[src/logic/timer3_pkg.sv]
// Constants, register map and mode encoding of the third timer/counter
package timer3_pkg;

  // ************************************************************
  // Bus widths and answers
  // ************************************************************
  localparam int ADDR_W = 8;
  localparam int DATA_W = 32;
  localparam logic [1:0] RESP_OKAY = 2'h0;
  localparam logic [1:0] RESP_SLVERR = 2'h2;

  // ************************************************************
  // Register offsets (byte addresses)
  // ************************************************************
  localparam logic [7:0] OFF_CTRL = 8'h00;
  localparam logic [7:0] OFF_MATCH = 8'h04;
  localparam logic [7:0] OFF_FLOP = 8'h08;
  localparam logic [7:0] OFF_COUNT = 8'h0C;
  localparam logic [7:0] OFF_STATUS = 8'h10;
  localparam logic [7:0] OFF_MASK = 8'h14;

  // ************************************************************
  // Field positions and reset values
  // ************************************************************
  localparam int CTRL_MODE_LSB = 0;
  localparam int CTRL_START_POS = 2;
  localparam int STAT_EVENT_POS = 0;
  localparam logic [7:0] MATCH_RST = 8'h00;
  localparam logic [7:0] COUNT_RST = 8'h00;
  localparam logic [7:0] COUNT_MAX = 8'hFF;
  localparam logic FLOP_RST = 1'h0;
  localparam logic STATUS_RST = 1'h0;
  localparam logic MASK_RST = 1'h0;

  // ************************************************************
  // Operating modes
  // ************************************************************
  typedef enum logic [1:0] {
    MODE_TIMER = 2'b00,
    MODE_COUNTER = 2'b01,
    MODE_DIVIDER = 2'b10,
    MODE_PWM = 2'b11
  } mode_t;

  // Address is one of the mapped, word-aligned registers
  function automatic logic is_mapped(input logic [7:0] addr);
    is_mapped = (addr == OFF_CTRL) || (addr == OFF_MATCH) || (addr == OFF_FLOP) ||
                (addr == OFF_COUNT) || (addr == OFF_STATUS) || (addr == OFF_MASK);
  endfunction

endpackage

[src/logic/edge_sync.sv]
// Two-flop synchroniser with rising-edge detector for the count pin
module edge_sync (
  input wire logic clk,
  input wire logic rstn,
  input wire logic pin_in,
  output logic rise
);

  logic stage1;
  logic stage2;
  logic stage3;

  // Synchroniser chain; only stage2 reads stage1
  always_ff @(posedge clk) begin
    if (!rstn) begin
      stage1 <= 1'b0;
      stage2 <= 1'b0;
      stage3 <= 1'b0;
    end else begin
      stage1 <= pin_in;
      stage2 <= stage1;
      stage3 <= stage2;
    end
  end

  // One-cycle pulse per rising edge on the pin
  assign rise = stage2 & ~stage3;

endmodule

[src/logic/match_buffer.sv]
// Second stage of the match value, used while generating PWM
module match_buffer (
  input wire logic clk,
  input wire logic rstn,
  input wire logic [7:0] buffered,
  input wire logic first_load,
  input wire logic period_end,
  output logic [7:0] active
);

  // Copy on start and at each period end only, so duty never glitches
  always_ff @(posedge clk) begin
    if (!rstn) begin
      active <= timer3_pkg::MATCH_RST;
    end else if (first_load || period_end) begin
      active <= buffered;
    end
  end

endmodule

[src/logic/timer3_top.sv]
// Third timer/counter: timer, event counter, divider and PWM with AXI4-Lite registers
//
// Overview of operation
// - Timer mode: count clock, interrupt, clear on match
// - Counter mode: count external pin rising edges
// - After match clear, keep counting from zero
// - Divider mode: toggle flop, clear on match
// - Divider pin shows inverted flop, 50% duty
// - Flop resets to zero, software may load
// - Divider mode: interrupt on every pin toggle
// - PWM: toggle on match, no clear
// - PWM: toggle again on overflow, then clear
// - PWM pin shows inverted flop
// - PWM: interrupt on every overflow
// - PWM match double buffered, updates per period
// - Setting start bit loads first active match
// - Keeps counting and interrupting during sleep
//
// The implementer's own choices: the register offsets and the AXI4-Lite slave port.
module timer3_top (
  input wire logic clk,
  input wire logic rstn,
  input wire logic [7:0] s_axi_awaddr,
  input wire logic s_axi_awvalid,
  output logic s_axi_awready,
  input wire logic [31:0] s_axi_wdata,
  input wire logic [3:0] s_axi_wstrb,
  input wire logic s_axi_wvalid,
  output logic s_axi_wready,
  output logic [1:0] s_axi_bresp,
  output logic s_axi_bvalid,
  input wire logic s_axi_bready,
  input wire logic [7:0] s_axi_araddr,
  input wire logic s_axi_arvalid,
  output logic s_axi_arready,
  output logic [31:0] s_axi_rdata,
  output logic [1:0] s_axi_rresp,
  output logic s_axi_rvalid,
  input wire logic s_axi_rready,
  input wire logic ext_count_pin,
  output logic divider_out_pin,
  output logic pwm_out_pin,
  output logic irq
);

  // ************************************************************
  // Declarations
  // ************************************************************
  timer3_pkg::mode_t mode;
  logic timer_start_bit;
  logic [7:0] match_value_reg;
  logic [7:0] active_match;
  logic [7:0] count;
  logic flop;
  logic status;
  logic mask;
  logic [7:0] aw_addr;
  logic [31:0] w_data;
  logic [3:0] w_strb;
  logic wr_fire;
  logic wr_lane0;
  logic ext_rise;
  logic tick;
  logic [7:0] cmp_value;
  logic hit;
  logic wrap;
  logic tc_event;
  logic first_load;
  logic flop_wr;
  logic next_flop;
  logic [7:0] next_count;

  // ************************************************************
  // External pin and PWM buffer
  // ************************************************************
  edge_sync u_edge_sync (
    .clk(clk),
    .rstn(rstn),
    .pin_in(ext_count_pin),
    .rise(ext_rise)
  );

  match_buffer u_match_buffer (
    .clk(clk),
    .rstn(rstn),
    .buffered(match_value_reg),
    .first_load(first_load),
    .period_end(wrap),
    .active(active_match)
  );

  // ************************************************************
  // AXI4-Lite write channel
  // ************************************************************
  // Address and data are taken in either order, then answered together
  assign wr_fire = !s_axi_awready && !s_axi_wready && !s_axi_bvalid;
  assign wr_lane0 = wr_fire && w_strb[0];

  // Write address holding
  always_ff @(posedge clk) begin
    if (!rstn) begin
      s_axi_awready <= 1'b1;
      aw_addr <= 8'h00;
    end else if (s_axi_awvalid && s_axi_awready) begin
      s_axi_awready <= 1'b0;
      aw_addr <= s_axi_awaddr;
    end else if (s_axi_bvalid && s_axi_bready) begin
      s_axi_awready <= 1'b1;
    end
  end

  // Write data holding
  always_ff @(posedge clk) begin
    if (!rstn) begin
      s_axi_wready <= 1'b1;
      w_data <= 32'h0000_0000;
      w_strb <= 4'h0;
    end else if (s_axi_wvalid && s_axi_wready) begin
      s_axi_wready <= 1'b0;
      w_data <= s_axi_wdata;
      w_strb <= s_axi_wstrb;
    end else if (s_axi_bvalid && s_axi_bready) begin
      s_axi_wready <= 1'b1;
    end
  end

  // Write response, error on an unmapped address
  always_ff @(posedge clk) begin
    if (!rstn) begin
      s_axi_bvalid <= 1'b0;
      s_axi_bresp <= timer3_pkg::RESP_OKAY;
    end else if (wr_fire) begin
      s_axi_bvalid <= 1'b1;
      s_axi_bresp <= timer3_pkg::is_mapped(aw_addr) ? timer3_pkg::RESP_OKAY
                                                    : timer3_pkg::RESP_SLVERR;
    end else if (s_axi_bready) begin
      s_axi_bvalid <= 1'b0;
    end
  end

  // ************************************************************
  // AXI4-Lite read channel
  // ************************************************************
  // One read at a time; data registered with the valid
  always_ff @(posedge clk) begin
    if (!rstn) begin
      s_axi_arready <= 1'b1;
      s_axi_rvalid <= 1'b0;
      s_axi_rdata <= 32'h0000_0000;
      s_axi_rresp <= timer3_pkg::RESP_OKAY;
    end else if (s_axi_arvalid && s_axi_arready) begin
      s_axi_arready <= 1'b0;
      s_axi_rvalid <= 1'b1;
      s_axi_rresp <= timer3_pkg::is_mapped(s_axi_araddr) ? timer3_pkg::RESP_OKAY
                                                         : timer3_pkg::RESP_SLVERR;
      unique case (s_axi_araddr)
        timer3_pkg::OFF_CTRL: s_axi_rdata <= {29'h0, timer_start_bit, mode};
        timer3_pkg::OFF_MATCH: s_axi_rdata <= {24'h0, match_value_reg};
        timer3_pkg::OFF_FLOP: s_axi_rdata <= {31'h0, flop};
        timer3_pkg::OFF_COUNT: s_axi_rdata <= {24'h0, count};
        timer3_pkg::OFF_STATUS: s_axi_rdata <= {31'h0, status};
        timer3_pkg::OFF_MASK: s_axi_rdata <= {31'h0, mask};
        default: s_axi_rdata <= 32'h0000_0000;
      endcase
    end else if (s_axi_rvalid && s_axi_rready) begin
      s_axi_arready <= 1'b1;
      s_axi_rvalid <= 1'b0;
    end
  end

  // ************************************************************
  // Control registers
  // ************************************************************
  // Start bit rising by software makes the first buffer transfer
  assign first_load = wr_lane0 && (aw_addr == timer3_pkg::OFF_CTRL) && !timer_start_bit &&
                      w_data[timer3_pkg::CTRL_START_POS];
  assign flop_wr = wr_lane0 && (aw_addr == timer3_pkg::OFF_FLOP);

  // Mode field and start bit
  always_ff @(posedge clk) begin
    if (!rstn) begin
      mode <= timer3_pkg::MODE_TIMER;
      timer_start_bit <= 1'b0;
    end else if (wr_lane0 && aw_addr == timer3_pkg::OFF_CTRL) begin
      mode <= timer3_pkg::mode_t'(w_data[timer3_pkg::CTRL_MODE_LSB +: 2]);
      timer_start_bit <= w_data[timer3_pkg::CTRL_START_POS];
    end
  end

  // Match value (first stage in PWM mode) and interrupt mask
  always_ff @(posedge clk) begin
    if (!rstn) begin
      match_value_reg <= timer3_pkg::MATCH_RST;
      mask <= timer3_pkg::MASK_RST;
    end else begin
      if (wr_lane0 && aw_addr == timer3_pkg::OFF_MATCH) begin
        match_value_reg <= w_data[7:0];
      end
      if (wr_lane0 && aw_addr == timer3_pkg::OFF_MASK) begin
        mask <= w_data[timer3_pkg::STAT_EVENT_POS];
      end
    end
  end

  // ************************************************************
  // Counting engine
  // ************************************************************
  // No sleep gating: the engine runs whenever the clock runs and the start bit is set
  assign tick = timer_start_bit && ((mode == timer3_pkg::MODE_COUNTER) ? ext_rise
                                                                       : 1'b1);
  assign cmp_value = (mode == timer3_pkg::MODE_PWM) ? active_match : match_value_reg;
  assign hit = tick && (count == cmp_value);
  assign wrap = tick && (mode == timer3_pkg::MODE_PWM) && (count == timer3_pkg::COUNT_MAX);
  assign tc_event = (mode == timer3_pkg::MODE_PWM) ? wrap : hit;

  // Next counter and flop values per mode
  always_comb begin
    next_count = count;
    next_flop = flop;
    if (mode == timer3_pkg::MODE_PWM) begin
      next_flop = flop ^ hit ^ wrap;
      if (tick) begin
        next_count = count + 8'h01;
      end
    end else if (hit) begin
      next_count = timer3_pkg::COUNT_RST;
      if (mode == timer3_pkg::MODE_DIVIDER) begin
        next_flop = ~flop;
      end
    end else if (tick) begin
      next_count = count + 8'h01;
    end
    if (flop_wr) begin
      next_flop = w_data[0];
    end
  end

  // Counter, flop and output pins
  always_ff @(posedge clk) begin
    if (!rstn) begin
      count <= timer3_pkg::COUNT_RST;
      flop <= timer3_pkg::FLOP_RST;
      divider_out_pin <= 1'b1;
      pwm_out_pin <= 1'b1;
    end else begin
      count <= next_count;
      flop <= next_flop;
      divider_out_pin <= (mode == timer3_pkg::MODE_DIVIDER) ? ~flop : 1'b1;
      pwm_out_pin <= (mode == timer3_pkg::MODE_PWM) ? ~flop : 1'b1;
    end
  end

  // ************************************************************
  // Interrupt status and output
  // ************************************************************
  // Write one clears; a new event in the same cycle wins
  always_ff @(posedge clk) begin
    if (!rstn) begin
      status <= timer3_pkg::STATUS_RST;
      irq <= 1'b0;
    end else begin
      if (tc_event) begin
        status <= 1'b1;
      end else if (wr_lane0 && aw_addr == timer3_pkg::OFF_STATUS &&
                   w_data[timer3_pkg::STAT_EVENT_POS]) begin
        status <= 1'b0;
      end
      irq <= status && mask;
    end
  end
endmodule

[config.mk]
export PLATFORM = sky130hd
export DESIGN_NAME = timer3_top
export DESIGN_NICKNAME = d
export VERILOG_FILES = /design/src/logic/timer3_pkg.sv /design/src/logic/edge_sync.sv /design/src/logic/match_buffer.sv /design/src/logic/timer3_top.sv
export SDC_FILE = /design/constraint.sdc
export NUM_CORES = 1
export LEC_CHECK = 0
export ABC_AREA = 1
export BUFFER_PORTS_ARGS = -buffer_cell sky130_fd_sc_hd__buf_2
export CAP_MARGIN = 20
export CORE_MARGIN = 4
export CORE_UTILIZATION = 55
export CTS_CLUSTER_DIAMETER = 150
export CTS_CLUSTER_SIZE = 14
export DETAILED_ROUTE_END_ITERATION = 6
export GPL_TIMING_DRIVEN = 0
export PLACE_DENSITY = 0.85
export RECOVER_POWER = 25
export SETUP_SLACK_MARGIN = 0.15
export SLEW_MARGIN = 10
export SYNTH_ARGS = -nofsm -noshare
export SYNTH_HDL_FRONTEND = slang
export SYNTH_SLANG_ARGS = --single-unit
[constraint.sdc]
create_clock -name clk -period 3.6 [get_ports clk]
set_input_delay 0.72 -clock clk [delete_from_list [all_inputs] [get_ports clk]]
set_output_delay 0.72 -clock clk [all_outputs]
set_load 0.005 [all_outputs]
* Yosys cells after proc, flatten, opt, wreduce, memory -nomap -nowiden
Index checks and enable logic that the tools add are counted.
Widths: inputs -> output; s select.
** Word-level totals
- Flip-flop bits (word level) :: 94
- Input port bits :: 60
- Word-level logic and storage cells :: 118
- Output and inout port bits :: 44
** Cells by class
- Reductions and logical operators :: 48
- Equal/unequal tests :: 15
- $add $sub $neg :: 1
- Bitwise operators :: 5
- Multiplexer cells :: 24
** Operators with widths (number)
- $pmux 8 s6 :: 1
- $eq 8x4->1 const B :: 4
- $eq 8x5->1 const B :: 4
- $mux 8 :: 4
- $logic_and 1x1->1 :: 21
- $mux 1 :: 17
- $eq 8x3->1 const B :: 2
- $logic_not 8->1 :: 2
- $logic_or 1x1->1 :: 11
- $reduce_bool 2->1 :: 5
- $add 8x1->8 const B :: 1
- $eq 8x8->1 :: 1
- $eq 8x8->1 const B :: 1
- $reduce_and 2->1 :: 3
- $reduce_bool 3->1 :: 2
- $eq 2x2->1 const B :: 2
- $logic_not 1->1 :: 4
- $mux 2 :: 2
- $eq 2x1->1 const B :: 1
- $not 1->1 :: 2
- $xor 1x1->1 :: 2
- $and 1x1->1 :: 1

* Longest topological paths before layout
Gate-level depths: netlist of run 1.
- Depth after elaboration :: 9
- Depth in mapped cells :: 13
- Mapped depth without buffers :: 13

* By module
From an unflattened synthesis of run 1, not the netlist that was laid out.
** Unflattened totals
- Cells, all modules :: 482
- Area, all modules :: 3373.2 sq um
** By module, submodules not included
- timer3_top :: cells an instance 420, instances 1, sequential area each 1141.1 sq um, area an instance 2942.8 sq um
- match_buffer :: cells an instance 51, instances 1, sequential area each 160.2 sq um, area an instance 337.8 sq um
- edge_sync :: cells an instance 11, instances 1, sequential area each 60.1 sq um, area an instance 92.6 sq um

* Worst setup path before layout of run 1
Ideal clock, no wire load.
- Path kind :: input-to-reg
- Start :: input port s_axi_araddr[5]
- End :: register s_axi_rdata[1]
- Data arrival time :: 1.715 ns
- Cell stages on the path :: 7
- Required time :: 3.530 ns
- Slack :: 1.814 ns
- Buffers on the path :: 0
- Setup time :: 0.070 ns
- Path through :: nor3_1 -> nand2_1 -> nor2_1 -> inv_1 -> o221ai_1 -> nand2_1 -> a21oi_1
** Between the ends
- Cells in the longest elaborated chain, start to end :: 2
- Elaborated cells on any way between the ends :: 7
- Classes of those cells :: eq/ne (5); mux (1); reduce/logical (1)
** Ends and longest elaborated chain
- from (decl) :: RTL line timer3_top.sv:33 : input wire logic [7:0] s_axi_araddr,
- $eq 8x5->1 (tied with other cells) :: RTL line timer3_top.sv:156 : unique case (s_axi_araddr)
- $pmux 8 s6 (*) :: RTL line timer3_top.sv:156
- to (signal assigned) :: RTL line timer3_top.sv:157 : timer3_pkg::OFF_CTRL: s_axi_rdata <= {29'h0, timer_start_bit, mode};
- to (signal assigned) :: RTL line timer3_top.sv:158 : timer3_pkg::OFF_MATCH: s_axi_rdata <= {24'h0, match_value_reg};
- to (signal assigned) :: RTL line timer3_top.sv:159 : timer3_pkg::OFF_FLOP: s_axi_rdata <= {31'h0, flop};
- to (decl) :: RTL line timer3_top.sv:36 : output logic [31:0] s_axi_rdata,
Mark *: on every way between the ends. The rest lies on a longest branch, timed or not.
A chain may end at the register's enable or synchronous reset.

* Final worst setup path of run 1
Same ends and word-level chain as after synthesis.

==> results of run 1 <==
[metrics by stage]
stage	hold WS, ps	util, %
global route	456	67.2
CTS	434	67.2
global placement	399	63.7
floorplan	390	-
finish	434	67.2
detailed placement	428	63.7
[power breakdown]
group | total, mW | internal, mW | leakage [nW] | switching (mW)
logic | 0.145 | 0.0617 | 1.27 | 0.0835
registers | 0.792 | 0.776 | 0.554 | 0.0157
clock network | 0.645 | 0.359 | 0.0959 | 0.286
[placed cells by master, fill, tap and decap left out, types with 26 or more instances in the layout]
cell and n:
o21ai_0 38, nand2_1 81, dfxtp_1 68, buf_2 50
nor2_1 55, conb_1 26, buf_4 28, inv_1 59
nand3_1 27, a21oi_1 29
[worst max-delay path, delay by kind of cell]
kind	cells	cell delay (ps)
AOI/OAI and AO/OA	2	400
and+or+nand+nor	4	830
buffers and inverters	2	250
[final cells by class]
class                           count  share of cell area, %
Timing Repair Buffer               49                   6.20
Buffer                             40                   6.86
Inverter                           61                   5.79
Clock inverter                      3                   1.14
Clock buffer                       13                   4.02
Sequential cell                    68                   34.4
Multi-Input combinational cell    315                   39.2
Tap cell                           75                   2.37
[cell families after synthesis]
group	count (synthesis)	share of synthesized area, %
compound gates	96	17.2
xor+xnor	2	0.528
fa+ha+maj	1	0.377
buf+inv	101	15.1
flops	68	41.0
other cells	1	0.113
simple gates	190	25.7
[how the worst max path moves through the flow]
stage                     endpoint  slack, ps
global placement    s_axi_rdata[1]       1410
finish              s_axi_rdata[1]       1660
floorplan           s_axi_rdata[1]       1810
CTS                 s_axi_rdata[1]       1700
detailed placement  s_axi_rdata[1]       1370
global route        s_axi_rdata[1]       1370
[metal layers]
| layer | global-route usage (%) | vias up |
|---|---|---|
| met1 | 27.0 | 1388 |
| met4 | 9.50 | 0 |
| met3 | 4.90 | 22 |
| met5 | 0 | - |
| li1 | - | 1612 |
| met2 | 37.9 | 93 |
==> flow_metrics.tcl, run 1 <==
set metrics [dict create \
    outcome "finished, final reports clean" \
    ant_nets 0 \
    yosys-top-cells-area "dfxtp_1 (41%), nand2_1 (9.2%), inv_1 (6.7%), buf_4 (6.3%), nor2_1 (6.2%)" \
    ios 104 \
    path_clk_slew_ps 70 \
    hp-class "reg -> reg" \
    setup_viol 0 \
    antenna_found_initial 0 \
    die_area_um2 7340 \
    cts-htree-levels 3 \
    first_iter_violations 206 \
    synth_seq_cells 68 \
    grt_max_degree 12 \
    max-vdd-ir-drop_mv 0.326 \
    p_per_area_nw_per_um2 400 \
    die_w_um 85.7 \
    via_per_inst 4.99 \
    synth_top_cell_by_area "dfxtp_1" \
    async_flop_share_pct 0 \
    yosysMostFrequentCell "nand2_1" \
    totalWireLength_mm 7.84 \
    ctsResizeCount 0 \
    startpoint_type "input pin" \
    seq_area_um2 1360 \
    grt_pass1_vias 2945 \
    wl_per_cell_um 12.6 \
    dpl.cell_count 608 \
    grt_first_pass_wirelength_mm 13.1 \
    min_path_cells 2 \
    synth_area_um2 3320 \
    fin_tns_setup_ps 0 \
    power_leakage_nw 1.92 \
    synth_common_cells "nand2_1 (81), dfxtp_1 (68), inv_1 (59)" \
    r2r-start "count[0]" \
    nFillCells 528 \
    cts_inserted_buffers 9 \
    maxCapViolCount 0 \
    ys_types 40 \
    overflow 0 \
    rsz0062_at_grt "no" \
    fin_crit_sh_pct 54.0 \
    yosys_warnings 0 \
    track_usage_pct 22.2 \
    tritoncts "built" \
    crit_fanout 7 \
    drive_gt1_share_pct 20.9 \
    startpoint "s_axi_araddr[5]" \
    cts_setup_buffers 0 \
    first_pass_iters 4 \
    dp_slack_ps 1370 \
    min_period_ps 1940 \
    clock_sinks 68 \
    r2r_end "u_match_buffer.active[7]" \
    antenna_cells 0 \
    rows 28 \
    core_area_um2 5890 \
    holdPathEnd "u_edge_sync.stage3" \
    io_buffers 49 \
    hold_start "u_edge_sync.stage2" \
    cts-hold-fix-buffers 0 \
    slew_headroom_pct 59.4 \
    crit_top_cell "nand2_1" \
    crit_type "in -> reg" \
    vias 3115 \
    ys_seq_area_share_pct 41.0 \
    hold_viol 0 \
    worst-r2r-setup-slack_ps 1740 \
    dp_hpwl_mm 6.09 \
    synthFlopType "dfxtp_1" \
    place.gp.congestion 0.923 \
    syn_inst 459 \
    finalPower_mw 1.58 \
    maxSlewViolCount 0 \
    synth_edf_count 0 \
    skew_ps 6.04 \
    layout_setup_ws_ps 1660 \
    cts_max_path_buffers 2 \
    routed.top_layer "met4" \
    crit_arrival_ps 2210 \
    remaining_drc_errors 0 \
    dr_wl_met3_um 490 \
    fin_area_um2 3960 \
    initial_core_util_pct 56.4 \
    instances_no_fill 624 \
    insertion_delay_ps 340 \
    slowest_stage "nor3_1" \
    nets 605 \
    fmax_ghz 0.514 \
    yosys.area.top_type_share_pct 41.0 \
    cp-end-kind "flop" \
    syn_area_per_cell_um2 7.23 \
    routed-wl-met2_mm 3.76 \
    area_growth_pct 19.2 \
    cts_root_buf "clkbuf_8" \
    ff2ff_path_depth 8 \
    place_area_um2 3750 \
    slowest_delay_ps 420 \
    multiInputGateArea_um2 1550 \
    die_h_um 85.7 \
    crit_path_cell_trace "buf_2 -> nor3_1 -> nand2_1 -> nor2_1 -> inv_1 -> o221ai_1 -> nand2_1 -> a21oi_1" \
    worst_pin_slew_ps 609 \
    wl_met1_mm 3.39 \
    worstPathRequired_ps 3870 \
]
Note: power is estimated with default switching activity, not from simulation.
==> inputs of run 2 (changes only) <==
CORE_UTILIZATION = 51   (was 55)
PLACE_DENSITY = 0.8   (was 0.85)
clock period = 1.9 ns   (was 3.6 ns; I/O delays follow)
==> run 2 against run 1 <==
  * Non-clock buffer count grew 13
  * Largest power group unchanged
  * Clock-buffer cell count fell by 4
  * Register-to-register slack lost 1600 ps
  * Design area rose by 4.3%
  * Global-route usage is 2.7 points lower
  * Sequential power up 89%
  * Critical path type is now reg -> reg
==> flow_metrics.tcl, run 2 (same netlist as run 1, synthesis figures left out) <==
set metrics [dict create \
    totalWireLength_mm 7.89 \
    worst_pin_slew_ps 595 \
    layout_common_cells "nand2_1 (79), dfxtp_1 (64), inv_1 (59)" \
    grt_max_degree 13 \
    slowest_stage "dfxtp_2" \
    place_area_um2 3750 \
    nFillCells 564 \
    slowest_delay_ps 320 \
    crit_fanout 8 \
    cp-end-kind "flop" \
    maxCapViolCount 0 \
    outcome "finished, final reports clean" \
    ant_nets 0 \
    hold_viol 0 \
    die_h_um 88.7 \
    ios 104 \
    hp-class "in -> reg" \
    nets 618 \
    cts-hold-fix-buffers 0 \
    overflow 0 \
    max-vdd-ir-drop_mv 0.622 \
    min_period_ps 1800 \
    initial_core_util_pct 52.3 \
    first_iter_violations 187 \
    die_area_um2 7860 \
    power_leakage_nw 1.97 \
    tritoncts "built" \
    insertion_delay_ps 350 \
    fmax_ghz 0.556 \
    dp_slack_ps 114 \
    skew_ps 10.0 \
    cts-htree-levels 3 \
    grt_first_pass_wirelength_mm 12.0 \
    worstPathRequired_ps 2110 \
    startpoint_type "flop" \
    path_clk_slew_ps 70 \
    antenna_found_initial 0 \
    vias 3251 \
    drive_gt1_share_pct 25.8 \
    maxSlewViolCount 0 \
    fin_tns_setup_ps 0 \
    cts_root_buf "clkbuf_8" \
    rows 29 \
    layout_setup_ws_ps 102 \
    crit_path_cell_trace "or2_4 -> nor2_4 -> nand2_4 -> nor3_4 -> nand2_2 -> o21ai_4 -> buf_4 -> a211oi_2" \
    grt_pass1_vias 2809 \
    final_util_pct 64.9 \
    place.gp.congestion 0.936 \
    slew_headroom_pct 60.3 \
    antenna_cells 0 \
    crit_type "reg -> reg" \
    fin_crit_sh_pct 94.6 \
    core_area_um2 6350 \
    p_per_area_nw_per_um2 684 \
    cts_inserted_buffers 9 \
    fin_area_um2 4120 \
    first_pass_iters 5 \
    rsz0062_at_grt "yes" \
    dp_hpwl_mm 5.67 \
    clock_sinks 68 \
    die_w_um 88.7 \
    via_per_inst 5.09 \
    final_common_cell "nand2_1" \
    track_usage_pct 19.5 \
    wl_per_cell_um 12.4 \
    area_growth_pct 24.3 \
    io_buffers 49 \
    crit_arrival_ps 2000 \
    cts_max_path_buffers 2 \
    remaining_drc_errors 0 \
    setup_viol 0 \
]
[run 2: changes by cell type in the layout (fill, tap and decap cells not counted), moves of 3 or more]
| cell | previous run | this run |
|---|---|---|
| buf_2 | 50 | 46 |
| buf_4 | 28 | 37 |
| clkbuf_1 | 11 | 14 |
| clkinv_2 | 0 | 4 |
| dfxtp_1 | 68 | 64 |
| nor2_1 | 55 | 47 |
| nor2_2 | 1 | 7 |
[run 2: report_power, final]
part	internal [mW]	switching, mW
logic	0.129	0.168
clock network	0.465	0.560
registers	1.47	0.0302
[run 2: through the flow]
stage / hold slack (ps) / instances / total power, mW
detailed placement: 402 / 610 / 1.80
finish: 211 / 639 / 2.82
floorplan: 390 / 484 / 1.72
global placement: 397 / 610 / 1.80
global route: 223 / 639 / 2.94
CTS: 203 / 627 / 2.82
[run 2: layer usage]
metal,vias to the layer above,track usage (%),wire length (um)
li1,1637,-,-
met1,1473,23.7,3330
met2,128,32.3,3790
met3,13,5.68,623
met4,0,8.24,146
met5,-,0,0
[run 2: layout make-up]
class	instances	area (um^2)	area share, %
Timing Repair Buffer	62	338	8.19
Buffer	40	283	6.86
Tap cell	77	96.3	2.34
Inverter	61	229	5.55
Clock buffer	9	124	3.00
Clock inverter	7	43.8	1.06
Multi-Input combinational cell	315	1640	39.7
Sequential cell	68	1370	33.3
[run 2: critical path: cells and delay by family (launching register included)]
| kind | cells | cell delay, ps |
|---|---|---|
| compound gates | 2 | 340 |
| buf+inv | 1 | 210 |
| flops | 1 | 320 |
| simple gates | 5 | 780 |
[run 2: path summary, 6_finish.rpt]
kind	startpoint	to	slack, ps	cells past startpoint
min reg2reg	u_edge_sync.stage1	u_edge_sync.stage2	420	2
max reg2reg	aw_addr[0]	u_match_buffer.active[6]	100	8
max	aw_addr[0]	u_match_buffer.active[6]	100	8
min	ext_count_pin	u_edge_sync.stage1	210	3
[run 2: repair_timing]
item,4_1_cts,5_1_grt
pin swaps,1,12
endpoints found under the setup margin,9,24
setup buffers,1,9
resized for setup,3,31
hold endpoints to repair,0,0
gates cloned,0,3
==> inputs of run 3 (changes only) <==
ABC_AREA = not set   (was 1)
CORE_UTILIZATION = 40   (was 51)
PLACE_DENSITY = 0.65   (was 0.8)
==> run 3 against run 2 <==
  * Combinational power fell by 14%
  * Clock skew fell by 3.7 ps
  * Flip-flop and latch count did not move
  * Global-route usage fell by 3.5 points
  * Largest cell class unchanged
  * Largest power group unchanged
  * Worst setup slack got worse by 220 ps
  * The run now ends with setup timing left
  * Synthesized area fell by 1.5%
  * Sequential power barely moved
==> flow_metrics.tcl, run 3 <==
set metrics [dict create \
    worst_pin_slew_ps 511 \
    nFillCells 766 \
    insertion_delay_ps 350 \
    dp_slack_ps -232 \
    yosysMostFrequentCell "dfxtp_1" \
    finalPower_mw 3.04 \
    layout_common_cells "dfxtp_1 (64), nand2_1 (51), buf_2 (48)" \
    synth_area_um2 3270 \
    path_clk_slew_ps 70 \
    ys_seq_area_share_pct 41.7 \
    power_leakage_nw 1.74 \
    layout_setup_ws_ps -117 \
    fmax_ghz 0.496 \
    holdPathEnd "u_edge_sync.stage1" \
    crit_fanout 5 \
    synth_common_cells "dfxtp_1 (68), nand2_1 (51), nor2b_1 (27)" \
    startpoint_type "flop" \
    die_h_um 98.4 \
    cts-htree-levels 3 \
    antenna_found_initial 0 \
    tritoncts "built" \
    ant_nets 0 \
    yosys-top-cells-area "dfxtp_1 (42%), buf_4 (6.0%), nand2_1 (5.9%), mux2i_1 (5.8%), nor2b_1 (5.2%)" \
    track_usage_pct 16.1 \
    crit_type "reg -> reg" \
    worst-r2r-setup-slack_ps -120 \
    grt_pass1_vias 2711 \
    maxSlewViolCount 0 \
    p_per_area_nw_per_um2 726 \
    ff2ff_path_depth 7 \
    rows 32 \
    cts_max_path_buffers 2 \
    via_per_inst 4.74 \
    path_delay_family "simple AND/OR/NAND/NOR gates" \
    instances_no_fill 575 \
    dp_hpwl_mm 5.33 \
    clock_sinks 68 \
    final_util_pct 53.4 \
    io_buffers 50 \
    first_iter_violations 75 \
    outcome "finished, violations left" \
    hold_start "ext_count_pin" \
    area_growth_pct 28.2 \
    fin_tns_setup_ps -1550 \
    crit_arrival_ps 2250 \
    ys_types 50 \
    r2r-start "aw_addr[6]" \
    wl_per_cell_um 13.0 \
    vias 2728 \
    path_depth 7 \
    core_area_um2 7850 \
    setup_viol 26 \
    die_w_um 98.4 \
    die_area_um2 9680 \
    yosys_warnings 0 \
    rsz0062_at_grt "yes" \
    crit_path_cell_trace "or4_4 -> nor2_4 -> and3_2 -> nand3_4 -> mux2_4 -> o221ai_2 -> o22ai_1" \
    first_pass_iters 4 \
    min_period_ps 2020 \
    synth_edf_count 0 \
    hold_viol 0 \
    drive_gt1_share_pct 29.6 \
    yosys.area.top_type_share_pct 41.7 \
    ios 104 \
    syn_area_per_cell_um2 8.90 \
    totalWireLength_mm 7.48 \
    synthFlopType "dfxtp_1" \
    min_path_cells 2 \
    fin_area_um2 4190 \
    async_flop_share_pct 0 \
    slowest_stage "or4_4" \
    initial_core_util_pct 41.6 \
    slowest_delay_ps 540 \
    grt_max_degree 13 \
    maxCapViolCount 0 \
    antenna_cells 0 \
    whs_ps 238 \
    fin_crit_sh_pct 106 \
    violations "setup timing" \
    cp-end-kind "flop" \
    hp-class "in -> reg" \
    grt_first_pass_wirelength_mm 12.6 \
    overflow 0 \
    cts_root_buf "clkbuf_8" \
    cts-hold-fix-buffers 0 \
    nets 529 \
    max-vdd-ir-drop_mv 0.451 \
    synth_seq_cells 68 \
    remaining_drc_errors 0 \
    worstPathRequired_ps 2140 \
    cts_inserted_buffers 9 \
    skew_ps 6.36 \
    dpl.cell_count 544 \
    final_common_cell "dfxtp_1" \
    crit_buf_inv 0 \
    place_area_um2 3760 \
    syn_inst 367 \
    synth_top_cell_by_area "dfxtp_1" \
    slew_headroom_pct 65.9 \
    place.gp.congestion 0.873 \
    r2r_end "flop" \
]
[run 3: worst register-to-register path: cells and delay by family (launching register included)]
family           cells  cell delay (ps)
AND/OR/NAND/NOR      4              970
AO/OA/AOI/OAI        2              280
flip-flops           1              320
multiplexers         1              330
[run 3: routing by layer]
layer	vias to the layer above	GRT usage, %	routed length, um
met2	78	25.8	3460
met1	1227	20.5	3430
met5	-	0	0
met3	18	5.00	448
met4	0	5.67	144
li1	1405	-	-
[run 3: cell families after synthesis]
kind of cell	share of synthesized area (%)
xor gates and xnor gates	4.29
muxes	8.58
buffers and inverters	9.08
and+or+nand+nor	21.9
adders and majority gates	0.383
AOI/OAI and AO/OA	13.9
other	0.115
DFF	41.7
[run 3: report_power, final]
group | internal, mW | switching (mW)
Clock | 0.738 | 0.557
Sequential | 1.46 | 0.0276
Combinational | 0.129 | 0.127
Total | 2.33 | 0.711
[run 3: worst max path at each step]
stage / startpoint / end
after floorplan: aw_addr[1] / u_match_buffer.active[0]
after global placement: mode[1] / flop
after detailed placement: mode[1] / flop
after CTS: aw_addr[6] / u_match_buffer.active[5]
after global routing: aw_addr[6] / u_match_buffer.active[2]
final: aw_addr[6] / flop
[run 3: repair_timing]
action,CTS,global route
gates cloned,0,0
pin swaps,17,6
setup endpoints to repair,26,35
buffers inserted,12,3
gates resized for setup,18,7
[run 3: layout make-up]
| class | count | area [um^2] | area share, % |
|---|---|---|---|
| Clock buffer | 10 | 128 | 3.05 |
| Tap cell | 102 | 128 | 3.05 |
| Inverter | 8 | 30.0 | 0.717 |
| Timing Repair Buffer | 65 | 373 | 8.90 |
| Sequential cell | 68 | 1370 | 32.6 |
| Multi-Input combinational cell | 274 | 1780 | 42.5 |
| Clock inverter | 6 | 88.8 | 2.12 |
| Buffer | 42 | 293 | 6.99 |
